<file path="src/rtl/itc_pkg.sv">
// Package of constants and types for the interval timer counter.
// Operation
// - A sixteen-bit free-running counter usable as interval timer or event counter.
// - Mode comes from clock source, gate and sync control bits.
// - Timer and gated timer modes count the instruction cycle clock.
// - Both counter modes count edges of the external count input pin.
// - With sync selected, the external input is synchronised after the prescaler.
// - Asynchronous counter mode also counts the synchronised input, without the post-prescaler realignment stage.
// - Clock source at bit 1, sync at bit 2, gate at bit 6.
package itc_pkg;

	localparam int          ITC_COUNT_WIDTH      = 16;
	localparam int          ITC_CTRL_WIDTH       = 16;
	localparam int          ITC_CLOCK_SOURCE_POS = 1;
	localparam int          ITC_SYNC_POS         = 2;
	localparam int          ITC_GATE_POS         = 6;
	localparam logic [15:0] ITC_COUNT_RESET      = 16'h0000;
	localparam logic [7:0]  ITC_PRESCALE_RESET   = 8'h00;
	localparam int          ITC_PRESCALE_WIDTH   = 8;

	typedef enum logic [1:0] {
		ITC_MODE_TIMER,
		ITC_MODE_GATED,
		ITC_MODE_SYNC_COUNT,
		ITC_MODE_ASYNC_COUNT
	} itc_mode_type;

endpackage : itc_pkg

</file>
<file path="src/rtl/itc_sync2.sv">
// Two-stage synchroniser for a single level from outside the clock domain.
`timescale 1ns/1ps
`default_nettype none
module itc_sync2 (
	// Clock and reset
	input  wire logic clk_in,
	input  wire logic resetn_in,
	// Level
	input  wire logic d_in,
	output logic      q_out
);

	logic stage1;

	always_ff @(posedge clk_in or negedge resetn_in) begin
		if (!resetn_in) begin
			stage1 <= 1'b0;
			q_out  <= 1'b0;
		end else begin
			stage1 <= d_in;
			q_out  <= stage1;
		end
	end

endmodule : itc_sync2
`default_nettype wire

</file>
<file path="src/rtl/itc_timer.sv">
// Sixteen-bit interval timer and event counter with four clocking modes.
`timescale 1ns/1ps
`default_nettype none
module itc_timer
	import itc_pkg::*;
#(
	parameter int COUNT_WIDTH    = ITC_COUNT_WIDTH,
	parameter int PRESCALE_WIDTH = ITC_PRESCALE_WIDTH
) (
	// Clock and reset
	input  wire logic                      clk_sys_in,
	input  wire logic                      resetn_in,
	// Control
	input  wire logic [ITC_CTRL_WIDTH-1:0] timer_control_word_in,
	input  wire logic                      timer_enable_in,
	input  wire logic [PRESCALE_WIDTH-1:0] prescale_ratio_in,
	// Pins
	input  wire logic                      external_count_input_in,
	input  wire logic                      gate_input_in,
	// Status
	output logic [COUNT_WIDTH-1:0]         count_out,
	output logic [1:0]                     mode_out,
	output logic                           count_tick_out
);

	// Reset release.
	logic                      rst_meta;
	logic                      next_rst_meta;
	logic                      rst_sync_n;
	logic                      next_rst_sync_n;

	// Synchronised pins.
	logic                      ext_sync;
	logic                      gate_sync;

	// Control decode.
	logic                      clock_source_select;
	logic                      external_sync_select;
	logic                      gate_accumulate_enable;
	itc_mode_type              mode;

	// Edge history of the count pin.
	logic                      ext_prev;
	logic                      next_ext_prev;
	logic                      ext_async_edge;
	logic                      raw_edge;
	logic                      event_taken;

	// Prescaler and tick.
	logic [PRESCALE_WIDTH-1:0] prescale;
	logic [PRESCALE_WIDTH-1:0] next_prescale;
	logic                      prescale_done;
	logic                      next_tick;
	logic                      tick_sync;
	logic                      next_tick_sync;

	// Counter and status.
	logic                      count_step;
	logic [COUNT_WIDTH-1:0]    next_count;
	logic [1:0]                next_mode_out;

	// The rest of the block only sees a reset whose release is aligned to the clock.
	always_comb begin
		next_rst_meta   = 1'b1;
		next_rst_sync_n = rst_meta;
	end

	always_ff @(posedge clk_sys_in or negedge resetn_in) begin
		if (!resetn_in) begin
			rst_meta   <= 1'b0;
			rst_sync_n <= 1'b0;
		end else begin
			rst_meta   <= next_rst_meta;
			rst_sync_n <= next_rst_sync_n;
		end
	end

	itc_sync2 u_ext_sync (
		.clk_in    (clk_sys_in),
		.resetn_in (rst_sync_n),
		.d_in      (external_count_input_in),
		.q_out     (ext_sync)
	);

	itc_sync2 u_gate_sync (
		.clk_in    (clk_sys_in),
		.resetn_in (rst_sync_n),
		.d_in      (gate_input_in),
		.q_out     (gate_sync)
	);

	assign clock_source_select    = timer_control_word_in[ITC_CLOCK_SOURCE_POS];
	assign external_sync_select   = timer_control_word_in[ITC_SYNC_POS];
	assign gate_accumulate_enable = timer_control_word_in[ITC_GATE_POS];

	// Every combination is listed, so a don't-care bit can never change the mode.
	always_comb begin
		case ({clock_source_select, external_sync_select, gate_accumulate_enable})
			3'h0:    mode = ITC_MODE_TIMER;
			3'h1:    mode = ITC_MODE_GATED;
			3'h2:    mode = ITC_MODE_TIMER;
			3'h3:    mode = ITC_MODE_GATED;
			3'h4:    mode = ITC_MODE_ASYNC_COUNT;
			3'h5:    mode = ITC_MODE_ASYNC_COUNT;
			3'h6:    mode = ITC_MODE_SYNC_COUNT;
			3'h7:    mode = ITC_MODE_SYNC_COUNT;
			default: mode = ITC_MODE_TIMER;
		endcase
	end

	always_comb begin
		case (mode)
			ITC_MODE_TIMER:       raw_edge = 1'b1;
			ITC_MODE_GATED:       raw_edge = gate_sync;
			ITC_MODE_SYNC_COUNT:  raw_edge = ext_async_edge;
			ITC_MODE_ASYNC_COUNT: raw_edge = ext_async_edge;
			default:              raw_edge = 1'b0;
		endcase
	end

	// With no second clock allowed, the asynchronous path rides the same synchronised copy.
	// It differs from sync counting only by skipping the post-prescaler realignment stage.
	assign ext_async_edge = ext_sync & ~ext_prev;

	always_comb begin
		next_ext_prev = ext_sync;
	end

	// The history resets to the idle level of the pin, so no false edge follows reset.
	always_ff @(posedge clk_sys_in or negedge rst_sync_n) begin
		if (!rst_sync_n) begin
			ext_prev <= 1'b0;
		end else begin
			ext_prev <= next_ext_prev;
		end
	end

	assign event_taken   = timer_enable_in & raw_edge;
	assign prescale_done = (prescale >= prescale_ratio_in);

	// A ratio of zero gives a tick on every qualified event.
	always_comb begin
		next_prescale = prescale;
		next_tick     = 1'b0;
		if (event_taken) begin
			if (prescale_done) begin
				next_prescale = '0;
				next_tick     = 1'b1;
			end else begin
				next_prescale = PRESCALE_WIDTH'(prescale + 1'b1);
			end
		end
		// Sync mode realigns the prescaler output once more on the system clock before counting.
		next_tick_sync = next_tick & (mode == ITC_MODE_SYNC_COUNT);
	end

	always_ff @(posedge clk_sys_in or negedge rst_sync_n) begin
		if (!rst_sync_n) begin
			prescale <= ITC_PRESCALE_RESET[PRESCALE_WIDTH-1:0];
		end else begin
			prescale <= next_prescale;
		end
	end

	always_ff @(posedge clk_sys_in or negedge rst_sync_n) begin
		if (!rst_sync_n) begin
			count_tick_out <= 1'b0;
			tick_sync      <= 1'b0;
		end else begin
			count_tick_out <= next_tick;
			tick_sync      <= next_tick_sync;
		end
	end

	// A tick still in the realignment stage is dropped if the mode leaves sync counting.
	always_comb begin
		count_step = (mode == ITC_MODE_SYNC_COUNT) ? tick_sync : next_tick;
		next_count = count_out;
		if (count_step) begin
			next_count = COUNT_WIDTH'(count_out + 1'b1);
		end
	end

	// The counter wraps from all ones to zero with no flag of its own.
	always_ff @(posedge clk_sys_in or negedge rst_sync_n) begin
		if (!rst_sync_n) begin
			count_out <= ITC_COUNT_RESET[COUNT_WIDTH-1:0];
		end else begin
			count_out <= next_count;
		end
	end

	always_comb begin
		next_mode_out = mode;
	end

	always_ff @(posedge clk_sys_in or negedge rst_sync_n) begin
		if (!rst_sync_n) begin
			mode_out <= 2'h0;
		end else begin
			mode_out <= next_mode_out;
		end
	end

endmodule : itc_timer
`default_nettype wire

</file>
<file path="config.mk">
export PLATFORM = sky130hd
export DESIGN_NAME = itc_timer
export DESIGN_NICKNAME = d
export VERILOG_FILES = /design/src/rtl/itc_pkg.sv /design/src/rtl/itc_sync2.sv /design/src/rtl/itc_timer.sv
export SDC_FILE = /design/constraint.sdc
export NUM_CORES = 1
export LEC_CHECK = 0
export BUFFER_PORTS_ARGS = -buffer_cell sky130_fd_sc_hd__buf_2
export CAP_MARGIN = 0
export CORE_ASPECT_RATIO = 2
export CORE_MARGIN = 2
export CORE_UTILIZATION = 40
export CTS_CLUSTER_DIAMETER = 30
export DETAILED_ROUTE_END_ITERATION = 10
export SLEW_MARGIN = 40
export SYNTH_ARGS = -nofsm -noshare
export SYNTH_HDL_FRONTEND = slang
export SYNTH_SLANG_ARGS = --single-unit
</file>
<file path="constraint.sdc">
create_clock -name clk_sys_in -period 1.17 [get_ports clk_sys_in]
set_input_delay 0.1755 -clock clk_sys_in [delete_from_list [all_inputs] [get_ports clk_sys_in]]
set_output_delay 0.1755 -clock clk_sys_in [all_outputs]
set_load 0.01 [all_outputs]
</file>
==> metrics.yaml, run 1 <==
outcome:
  status: "finished with violations"
  violations: "setup timing"
flow_run:
  max_cap_violations: 0
hold_path:
  hp-start: "timer_control_word_in[1]"
  hp-class: "primary input to register"
clock_network:
  clock_latency_ns: 0.29
  clk_pin_slew_ns: 0.07
  numCtsBuffers: 5
  cts_htree_levels: 2
  cts_tree: "done"
  root_buffer: "clkbuf_8"
  cts_sinks: 35
  clock_path_buffers: 2
global_routing:
  grt_max_degree: 34
  grt_pass1_vias: 1673
  grt_overflow: 0
  antenna_found_initial: 0
  grt_usage: 0.2048
  grt_pass1_wl_mm: 7.686
timing:
  finalSetupViolations: 26
  clock_skew_ns: 0.005310
  layout_setup_ws_ns: -0.9019
  fin_crit_ns: 2.072
  fmax_mhz: 482.6
  relSlewSlack: 0.5716
  period_share: 1.771
  tightest_slew_ns: 0.6398
  grt_setup_unrepaired: "yes"
  finalMaxSlewViolations: 0
  hold_violations: 0
final_layout:
  drive_gt1_frac: 0.5287
  fin_util: 0.6677
  multi_input_area_sq_um: 1091
  design_area_sq_um: 2869
  area_growth_pct: 62.39
  fillers: 343
  num_antenna_cells: 0
  register_area_sq_um: 875.8
  nets: 299
setup_path:
  arrival_ns: 2.25
  cpPeakStageDelay_ns: 0.54
  critPathMaxFanout: 4
  path_cells: "ha_2 -> or4_4 -> a21oi_4 -> buf_6 -> o31ai_4 -> buf_6 -> and4bb_1 -> xor2_1"
  path_class: "register to register"
  critical_path.startpoint: "prescale[1]"
  cpMaxStageDelayCell: "or4_4"
  cpMostUsedCell: "buf_6"
  end_kind: "register"
  worstReg2RegStart: "prescale[1]"
  critical_path_required_ns: 1.35
  startpoint_type: "register"
logic_synthesis:
  synth.distinct_cells: 38
  seq_area_frac_synth: 0.4958
  ys_ff_latch: 35
  syn_area_per_cell_sq_um: 10.97
  synth_nets: 200
  postSynthCellCount: 161
  yosys_warnings: 0
  synthesis.area_sq_um: 1767
pwr:
  power.leakage_nw: 1.493
  clkPwrFrac: 0.215
  ir_drop_mv: 1.200
  pwr-share-seq: 0.361
  p_int_mw: 2.739
  switching_share: 0.3269
  p_comb_frac: 0.425
  power.density_nw_per_um2: 1418
  p_total_mw: 4.069
  p_sw_mw: 1.330
die:
  die_area_sq_um: 4997
  ios: 48
  start_util: 0.4112
  die_y_microns: 97.99
  die_x_microns: 51.00
  core_area_sq_um: 4297
  rows: 34
detailed_routing:
  via_per_inst: 4.994
  drt-initial-drc-count: 22
  via_count: 1573
  drtAntennaViolNets: 0
  wire_per_inst_microns: 15.64
  dr.pass1.iters: 4
  drc: 0
  wl_mm: 4.926
place:
  dpl.hpwl_mm: 3.554
  dp_slack_ns: -0.8251
  place.gp.congestion: 0.7422
  placed_area_sq_um: 2441
  numPortBuffers: 34
==> layout make-up <==
type                            count  area share
Inverter                            9     0.01177
Clock inverter                      2    0.004361
Multi-Input combinational cell    115      0.3803
Clock buffer                        6     0.02529
Tap cell                           54     0.02355
Sequential cell                    35      0.3053
Timing Repair Buffer               94      0.2495
==> metal layers <==
metal	vias up	GRT usage	part of all wire	routed length (microns)
li1	758	-	-	-
met1	774	0.2075	0.34	1654
met2	30	0.3866	0.61	3012
met3	11	0.03211	0.023	114
met4	0	0.09356	0.029	145
met5	-	0	0	0
==> worst max-delay path, delay by kind of cell (launching register included) <==
| kind | cells | cell delay [ns] |
|---|---|---|
| XOR/XNOR | 1 | 0.15 |
| flip-flops | 1 | 0.40 |
| adder cells (fa/ha/maj) | 1 | 0.17 |
| buffers and inverters | 2 | 0.27 |
| AO/OA/AOI/OAI | 2 | 0.22 |
| AND/OR/NAND/NOR | 2 | 0.75 |
==> registers in the layout, summed over array words and instances, names as in the netlist <==
signal / count
count_out: 16
count_tick_out: 1
ext_prev: 1
mode_out: 2
next_rst_sync_n: 1
prescale: 8
rst_sync_n: 1
tick_sync: 1
u_ext_sync.q_out: 1
u_ext_sync.stage1: 1
u_gate_sync.q_out: 1
u_gate_sync.stage1: 1
==> logic make-up after synthesis <==
group | share of synthesized area
compound gates | 0.08925
xor+xnor | 0.08428
fa+ha+maj | 0.07082
buf+inv | 0.02832
flops | 0.4958
mux | 0.01275
other cells | 0.002123
simple gates | 0.2167
==> Yosys cell counts <==
| cell type | number | area [sq um] |
|---|---|---|
| a21o_1 | 1 | 7.510 |
| a21oi_1 | 4 | 20.02 |
| a21oi_2 | 1 | 8.760 |
| a221oi_1 | 1 | 8.760 |
| a22o_1 | 3 | 26.28 |
| a31oi_1 | 1 | 6.260 |
| and2_4 | 1 | 8.760 |
| and3_1 | 6 | 37.54 |
| and4bb_1 | 3 | 37.54 |
| buf_2 | 1 | 5.000 |
| buf_6 | 1 | 11.26 |
| conb_1 | 1 | 3.750 |
| dfrtp_1 | 35 | 875.8 |
| ha_1 | 10 | 125.1 |
| inv_1 | 9 | 33.78 |
| mux2_2 | 2 | 22.52 |
| nand2_1 | 14 | 52.55 |
| nand2b_1 | 2 | 12.51 |
| nand3_1 | 9 | 45.04 |
| nand3_2 | 4 | 40.04 |
| nand3b_2 | 1 | 11.26 |
| nand4_1 | 3 | 18.77 |
| nand4_2 | 1 | 12.51 |
| nand4b_1 | 1 | 8.760 |
| nor2_1 | 8 | 30.03 |
| nor2_2 | 1 | 6.260 |
| nor2b_1 | 4 | 25.02 |
| nor3_1 | 2 | 10.01 |
| o211a_1 | 1 | 10.01 |
| o211ai_1 | 1 | 7.510 |
| o21a_1 | 1 | 7.510 |
| o21ai_0 | 6 | 30.03 |
| o31ai_2 | 2 | 25.02 |
| or3_1 | 1 | 6.260 |
| or3b_2 | 1 | 8.760 |
| or4_4 | 1 | 11.26 |
| xnor2_1 | 14 | 122.6 |
| xor2_1 | 3 | 26.28 |
==> layout by cell type (no fill, tap or decap), types with 3 or more instances in the layout <==
cell / netlist / final
a21oi_1: 4 / 3
a22o_1: 3 / 3
and3_1: 6 / 6
and4bb_1: 3 / 3
buf_2: 1 / 28
buf_4: 0 / 46
buf_6: 1 / 16
clkbuf_8: 0 / 5
dfrtp_1: 35 / 35
dlygate4sd3_1: 0 / 3
ha_1: 10 / 6
ha_2: 0 / 3
inv_1: 9 / 9
nand2_1: 14 / 12
nand3_1: 9 / 6
nand3_4: 0 / 5
nand4_1: 3 / 3
nor2_1: 8 / 6
nor2b_1: 4 / 4
o21ai_0: 6 / 3
o21ai_1: 0 / 3
xnor2_1: 14 / 3
xnor2_2: 0 / 11
xor2_1: 3 / 3
==> stage by stage <==
| step | setup TNS (ns) | hold WS [ns] | instances |
|---|---|---|---|
| 4_1_cts | -19.39 | 0.1383 | 310 |
| 3_3_place_gp | -18.26 | -0.03934 | 298 |
| 2_1_floorplan | -15.36 | -0.1201 | 161 |
| 6_report | -20.33 | 0.1460 | 315 |
| 3_5_place_dp | -19.38 | -0.03791 | 298 |
| 5_1_grt | -21.81 | 0.1452 | 315 |
==> power groups by stage <==
stage / logic, mW / clock network, mW / registers, mW
2_1_floorplan: 0.600 / 0 / 1.57
3_3_place_gp: 1.30 / 0 / 1.47
3_5_place_dp: 1.35 / 0 / 1.48
4_1_cts: 1.40 / 0.901 / 1.46
5_1_grt: 1.86 / 0.963 / 1.48
6_report: 1.73 / 0.874 / 1.47
==> final timing paths <==
path                       depth (start not counted)  slack (ns)       endpoint
max                                                8       -0.90  count_out[15]
min                                                2        0.15    mode_out[1]
max reg2reg                                        8       -0.90  count_out[15]
min reg2reg                                        1        0.27   count_out[9]
max in group asynchronous                          1        0.58   count_out[0]
min in group asynchronous                          2        0.20     rst_sync_n
==> what timing repair did <==
| item | in CTS | in global routing |
|---|---|---|
| gates cloned | 0 | 0 |
| hold endpoints to repair | 4 | 0 |
| resized for setup | 1 | 46 |
| pin swaps | 4 | 14 |
| hold buffers | 3 | 0 |
| endpoints found under the setup margin | 26 | 33 |
| setup buffers | 1 | 12 |
Power figures use the tool's default switching activity.
==> run 2: changes to the inputs <==
==> constraint.sdc (replaced) <==
create_clock -name clk_sys_in -period 1.17 [get_ports clk_sys_in]
set_input_delay 0.234 -clock clk_sys_in [delete_from_list [all_inputs] [get_ports clk_sys_in]]
set_output_delay 0.234 -clock clk_sys_in [all_outputs]
set_load 0.01 [all_outputs]
==> metrics.yaml, run 2 (same netlist as run 1, synthesis figures left out) <==
outcome:
  status: "finished with violations"
  violations: "setup timing"
timing:
  tightest_slew_ns: 0.6224
  whs_ns: 0.06112
  grt_setup_unrepaired: "yes"
  fin_crit_ns: 2.030
  clock_skew_ns: 0.008434
  finalMaxSlewViolations: 0
  fmax_mhz: 492.7
  relSlewSlack: 0.5832
  period_share: 1.735
  layout_setup_ws_ns: -0.8595
  hold_violations: 0
  finalSetupViolations: 29
die:
  core_area_sq_um: 4297
  die_y_microns: 97.99
  die_area_sq_um: 4997
  rows: 34
  die_x_microns: 51.00
  start_util: 0.4112
  ios: 48
setup_path:
  critPathMaxFanout: 9
  r2r_cells: 6
  critical_path_required_ns: 1.34
  rrSetupSlack_ns: -0.86
  end_kind: "register"
  worstReg2RegStart: "prescale[4]"
  path_class: "register to register"
  startpoint_type: "register"
  arrival_ns: 2.20
  r2r_end: "count_out[1]"
clock_network:
  root_buffer: "clkbuf_8"
  cts_htree_levels: 2
  clock_path_buffers: 2
  clock_latency_ns: 0.28
  clk_pin_slew_ns: 0.07
  numCtsBuffers: 5
  cts_sinks: 35
  cts_tree: "done"
place:
  dp_slack_ns: -0.8262
  dpl.hpwl_mm: 3.489
  place.gp.congestion: 0.7962
  numPortBuffers: 34
global_routing:
  grt_usage: 0.1999
  grt_overflow: 0
  grt_pass1_wl_mm: 7.486
  grt_max_degree: 34
  grt_pass1_vias: 1708
  antenna_found_initial: 0
final_layout:
  fillers: 318
  mostFrequentLayoutCell: "buf_4"
  drive_gt1_frac: 0.5076
  reg_top3: "count_out x16, prescale x8, mode_out x2"
  largest_register: "count_out"
  largest_reg_flops: 16
  nets: 300
  final_cell_mix: "43 x buf_4, 35 x dfrtp_1, 31 x buf_6"
  area_growth_pct: 61.61
  num_antenna_cells: 0
detailed_routing:
  via_per_inst: 4.994
  wire_per_inst_microns: 14.92
  dr.pass1.iters: 4
  wl_mm: 4.716
  via_count: 1578
  drt-initial-drc-count: 17
  drc: 0
  drtAntennaViolNets: 0
hold_path:
  hp-start: "gate_input_in"
  hp-class: "primary input to register"
  hold_depth: 1
  hold_end: "u_gate_sync.stage1"
flow_run:
  max_cap_violations: 0
pwr:
  ir_drop_mv: 1.909
  power.density_nw_per_um2: 1505
  power.leakage_nw: 1.436
==> run 2: critical path: stages, from the launching register on <==
cell and delay [ns]:
dfrtp_1 0.41, ha_1 0.29, o21a_1 0.17, a21oi_4 0.10, o31ai_4 0.49, nand2_2 0.14, mux2_4 0.32
==> run 2: how the worst max path moves through the flow <==
| stage | startpoint | end | slack [ns] | cells past startpoint |
|---|---|---|---|---|
| 6_report | prescale[4] | count_out[1] | -0.86 | 6 |
| 5_1_grt | prescale[4] | count_out[2] | -0.93 | 7 |
| 4_1_cts | prescale[2] | count_out[1] | -0.82 | 6 |
| 3_5_place_dp | prescale[4] | count_out[4] | -0.83 | 7 |
| 3_3_place_gp | prescale[2] | tick_sync | -0.77 | 7 |
| 2_1_floorplan | prescale[2] | count_out[1] | -0.71 | 6 |
==> run 2: where the power goes <==
group / total [mW] / switching, mW / internal, mW
clock: 1.12 / 0.432 / 0.689
sequential: 1.48 / 0.111 / 1.37
combinational: 1.70 / 0.749 / 0.952
==> run 2: area by class of cell <==
type,instances,area (sq um),share of cell area
Clock inverter,2,35.03,0.01227
Timing Repair Buffer,95,782.0,0.2739
Clock buffer,6,82.58,0.02892
Sequential cell,35,875.8,0.3067
Tap cell,54,67.56,0.02366
Inverter,9,33.78,0.01183
Multi-Input combinational cell,115,978.4,0.3427
==> run 2: through the flow <==
step / power (mW) / cells / instance area (sq um) / TNS, ns / utilization
2_1_floorplan: 2.168 / 161 / 1837 / -15.36 / -
3_3_place_gp: 2.703 / 297 / 2434 / -17.97 / 0.5664
3_5_place_dp: 2.774 / 297 / 2434 / -19.36 / 0.5664
4_1_cts: 4.073 / 308 / 2713 / -19.24 / 0.6313
5_1_grt: 4.517 / 316 / 2855 / -22.03 / 0.6645
6_report: 4.298 / 316 / 2855 / -19.88 / 0.6645
==> run 2: repair_timing <==
item / 4_1_cts / 5_1_grt
pin swaps: 2 / 15
buffers inserted: 5 / 14
gates resized for setup: 27 / 22
endpoints found under the setup margin: 40 / 39
endpoints found under the hold margin: 2 / 0
hold buffers: 1 / 0
gates cloned: 0 / 0
==> run 2: layer usage <==
metal,GRT usage,up-vias,part of all wire
met5,0,-,0
met4,0.1102,0,0.037
met3,0.03211,13,0.024
met2,0.3906,34,0.61
met1,0.1802,773,0.33
li1,-,758,-
==> run 3: changes to the inputs <==
Settings changed: SKIP_LAST_GASP set to 1.
==> metrics.yaml, run 3 (same netlist as run 1, synthesis figures left out) <==
outcome:
  status: "finished with violations"
  violations: "setup timing"
final_layout:
  largest_register: "count_out"
  final_cell_mix: "48 x buf_4, 35 x dfrtp_1, 30 x buf_6"
  design_area_sq_um: 2930
  fin_util: 0.6820
  nets: 305
  num_antenna_cells: 0
  mostFrequentLayoutCell: "buf_4"
  layout.cells.non_filler: 321
  largest_reg_flops: 16
  reg_top3: "count_out x16, prescale x8, mode_out x2"
  drive_gt1_frac: 0.5169
  area_growth_pct: 65.86
global_routing:
  grt_max_degree: 34
  grt_pass1_vias: 1706
  antenna_found_initial: 0
  grt_pass1_wl_mm: 7.500
  grt_overflow: 0
  grt_usage: 0.2002
place:
  place.gp.congestion: 0.7962
  dpl.hpwl_mm: 3.489
  post-place-cells: 297
  placed_area_sq_um: 2434
  numPortBuffers: 34
setup_path:
  cpMaxStageDelayCell: "or3_1"
  r2r_cells: 7
  critical_path_required_ns: 1.34
  path_class: "register to register"
  worstReg2RegStart: "prescale[2]"
  end_kind: "register"
  startpoint_type: "register"
  cpPeakStageDelay_ns: 0.40
  rrSetupSlack_ns: -0.87
  crit_buf_inv: 1
  r2r_end: "count_out[15]"
  path_delay_family: "simple AND/OR/NAND/NOR gates"
  arrival_ns: 2.21
  path_cells: "ha_2 -> or3_1 -> a21oi_4 -> o31ai_4 -> buf_4 -> and4bb_1 -> xor2_1"
  critPathMaxFanout: 5
clock_network:
  cts_tree: "done"
  clock_latency_ns: 0.29
  clock_path_buffers: 2
  numCtsBuffers: 5
  root_buffer: "clkbuf_8"
  clk_pin_slew_ns: 0.07
  cts_sinks: 35
  cts_htree_levels: 2
flow_run:
  max_cap_violations: 0
hold_path:
  hold_depth: 1
  hp-start: "gate_input_in"
  hp-class: "primary input to register"
  hold_end: "u_gate_sync.stage1"
timing:
  tightest_slew_ns: 0.6212
  tns_ns: -19.55
  finalSetupViolations: 31
  clock_skew_ns: 0.007985
  hold_violations: 0
  relSlewSlack: 0.5840
  period_share: 1.742
  finalMaxSlewViolations: 0
  layout_setup_ws_ns: -0.8683
  fin_crit_ns: 2.038
  grt_setup_unrepaired: "yes"
  fmax_mhz: 490.6
die:
  die_x_microns: 51.00
  ios: 48
  core_area_sq_um: 4297
  die_area_sq_um: 4997
  rows: 34
  die_y_microns: 97.99
  start_util: 0.4112
detailed_routing:
  via_per_inst: 5.072
  wire_per_inst_microns: 15.35
  drc: 0
  via_count: 1628
  drtAntennaViolNets: 0
  dr.pass1.iters: 4
  drt-initial-drc-count: 26
  wl_mm: 4.926
pwr:
  power.density_nw_per_um2: 1478
  p_total_mw: 4.330
  power.leakage_nw: 1.509
  ir_drop_mv: 1.458
## run 3: per-stage QoR
stage	hold slack [ns]	setup slack (ns)
2_1_floorplan	-0.06159	-0.7123
3_3_place_gp	0.01924	-0.7674
3_5_place_dp	0.02265	-0.8262
4_1_cts	0.05192	-0.8260
5_1_grt	0.04609	-0.9048
6_report	0.05860	-0.8683
## run 3: layer usage
layer | share of wire | wire length (microns) | track usage | up-vias
met3 | 0.023 | 111 | 0.03211 | 15
li1 | - | - | - | 770
met1 | 0.33 | 1627 | 0.1822 | 802
met2 | 0.61 | 2997 | 0.3896 | 41
met4 | 0.039 | 190 | 0.1102 | 0
met5 | 0 | 0 | 0 | -
## run 3: timing repair
action	4_1_cts	5_1_grt
hold buffers	1	0
gates resized for setup	23	28
pin swaps	1	9
cloned	0	0
hold endpoints to repair	2	0
setup endpoints to repair	40	39
setup buffers	5	16
## run 3: worst max-delay path by stage
stage	startpoint	to	slack (ns)	cells after the start
6_report	prescale[2]	count_out[15]	-0.87	7
5_1_grt	prescale[1]	count_out[15]	-0.90	7
4_1_cts	prescale[4]	count_out[4]	-0.83	7
3_5_place_dp	prescale[4]	count_out[4]	-0.83	7
3_3_place_gp	prescale[2]	tick_sync	-0.77	7
2_1_floorplan	prescale[2]	count_out[1]	-0.71	6
## run 3: final cells by class
cell class	instances	area, sq um
clock buffers	6	82.58
clock inverters	2	35.03
fillers	312	1366
inverters	9	33.78
multi-input cells	115	1022
flip-flops and latches	35	875.8
well taps	54	67.56
repair buffers	100	813.3
## run 3: power by group
part / leakage [nW] / total [mW] / internal, mW / switching (mW)
combinational: 0.996 / 1.73 / 0.975 / 0.754
sequential: 0.452 / 1.48 / 1.37 / 0.110
clock: 0.0612 / 1.13 / 0.689 / 0.436
total: 1.51 / 4.33 / 3.03 / 1.30
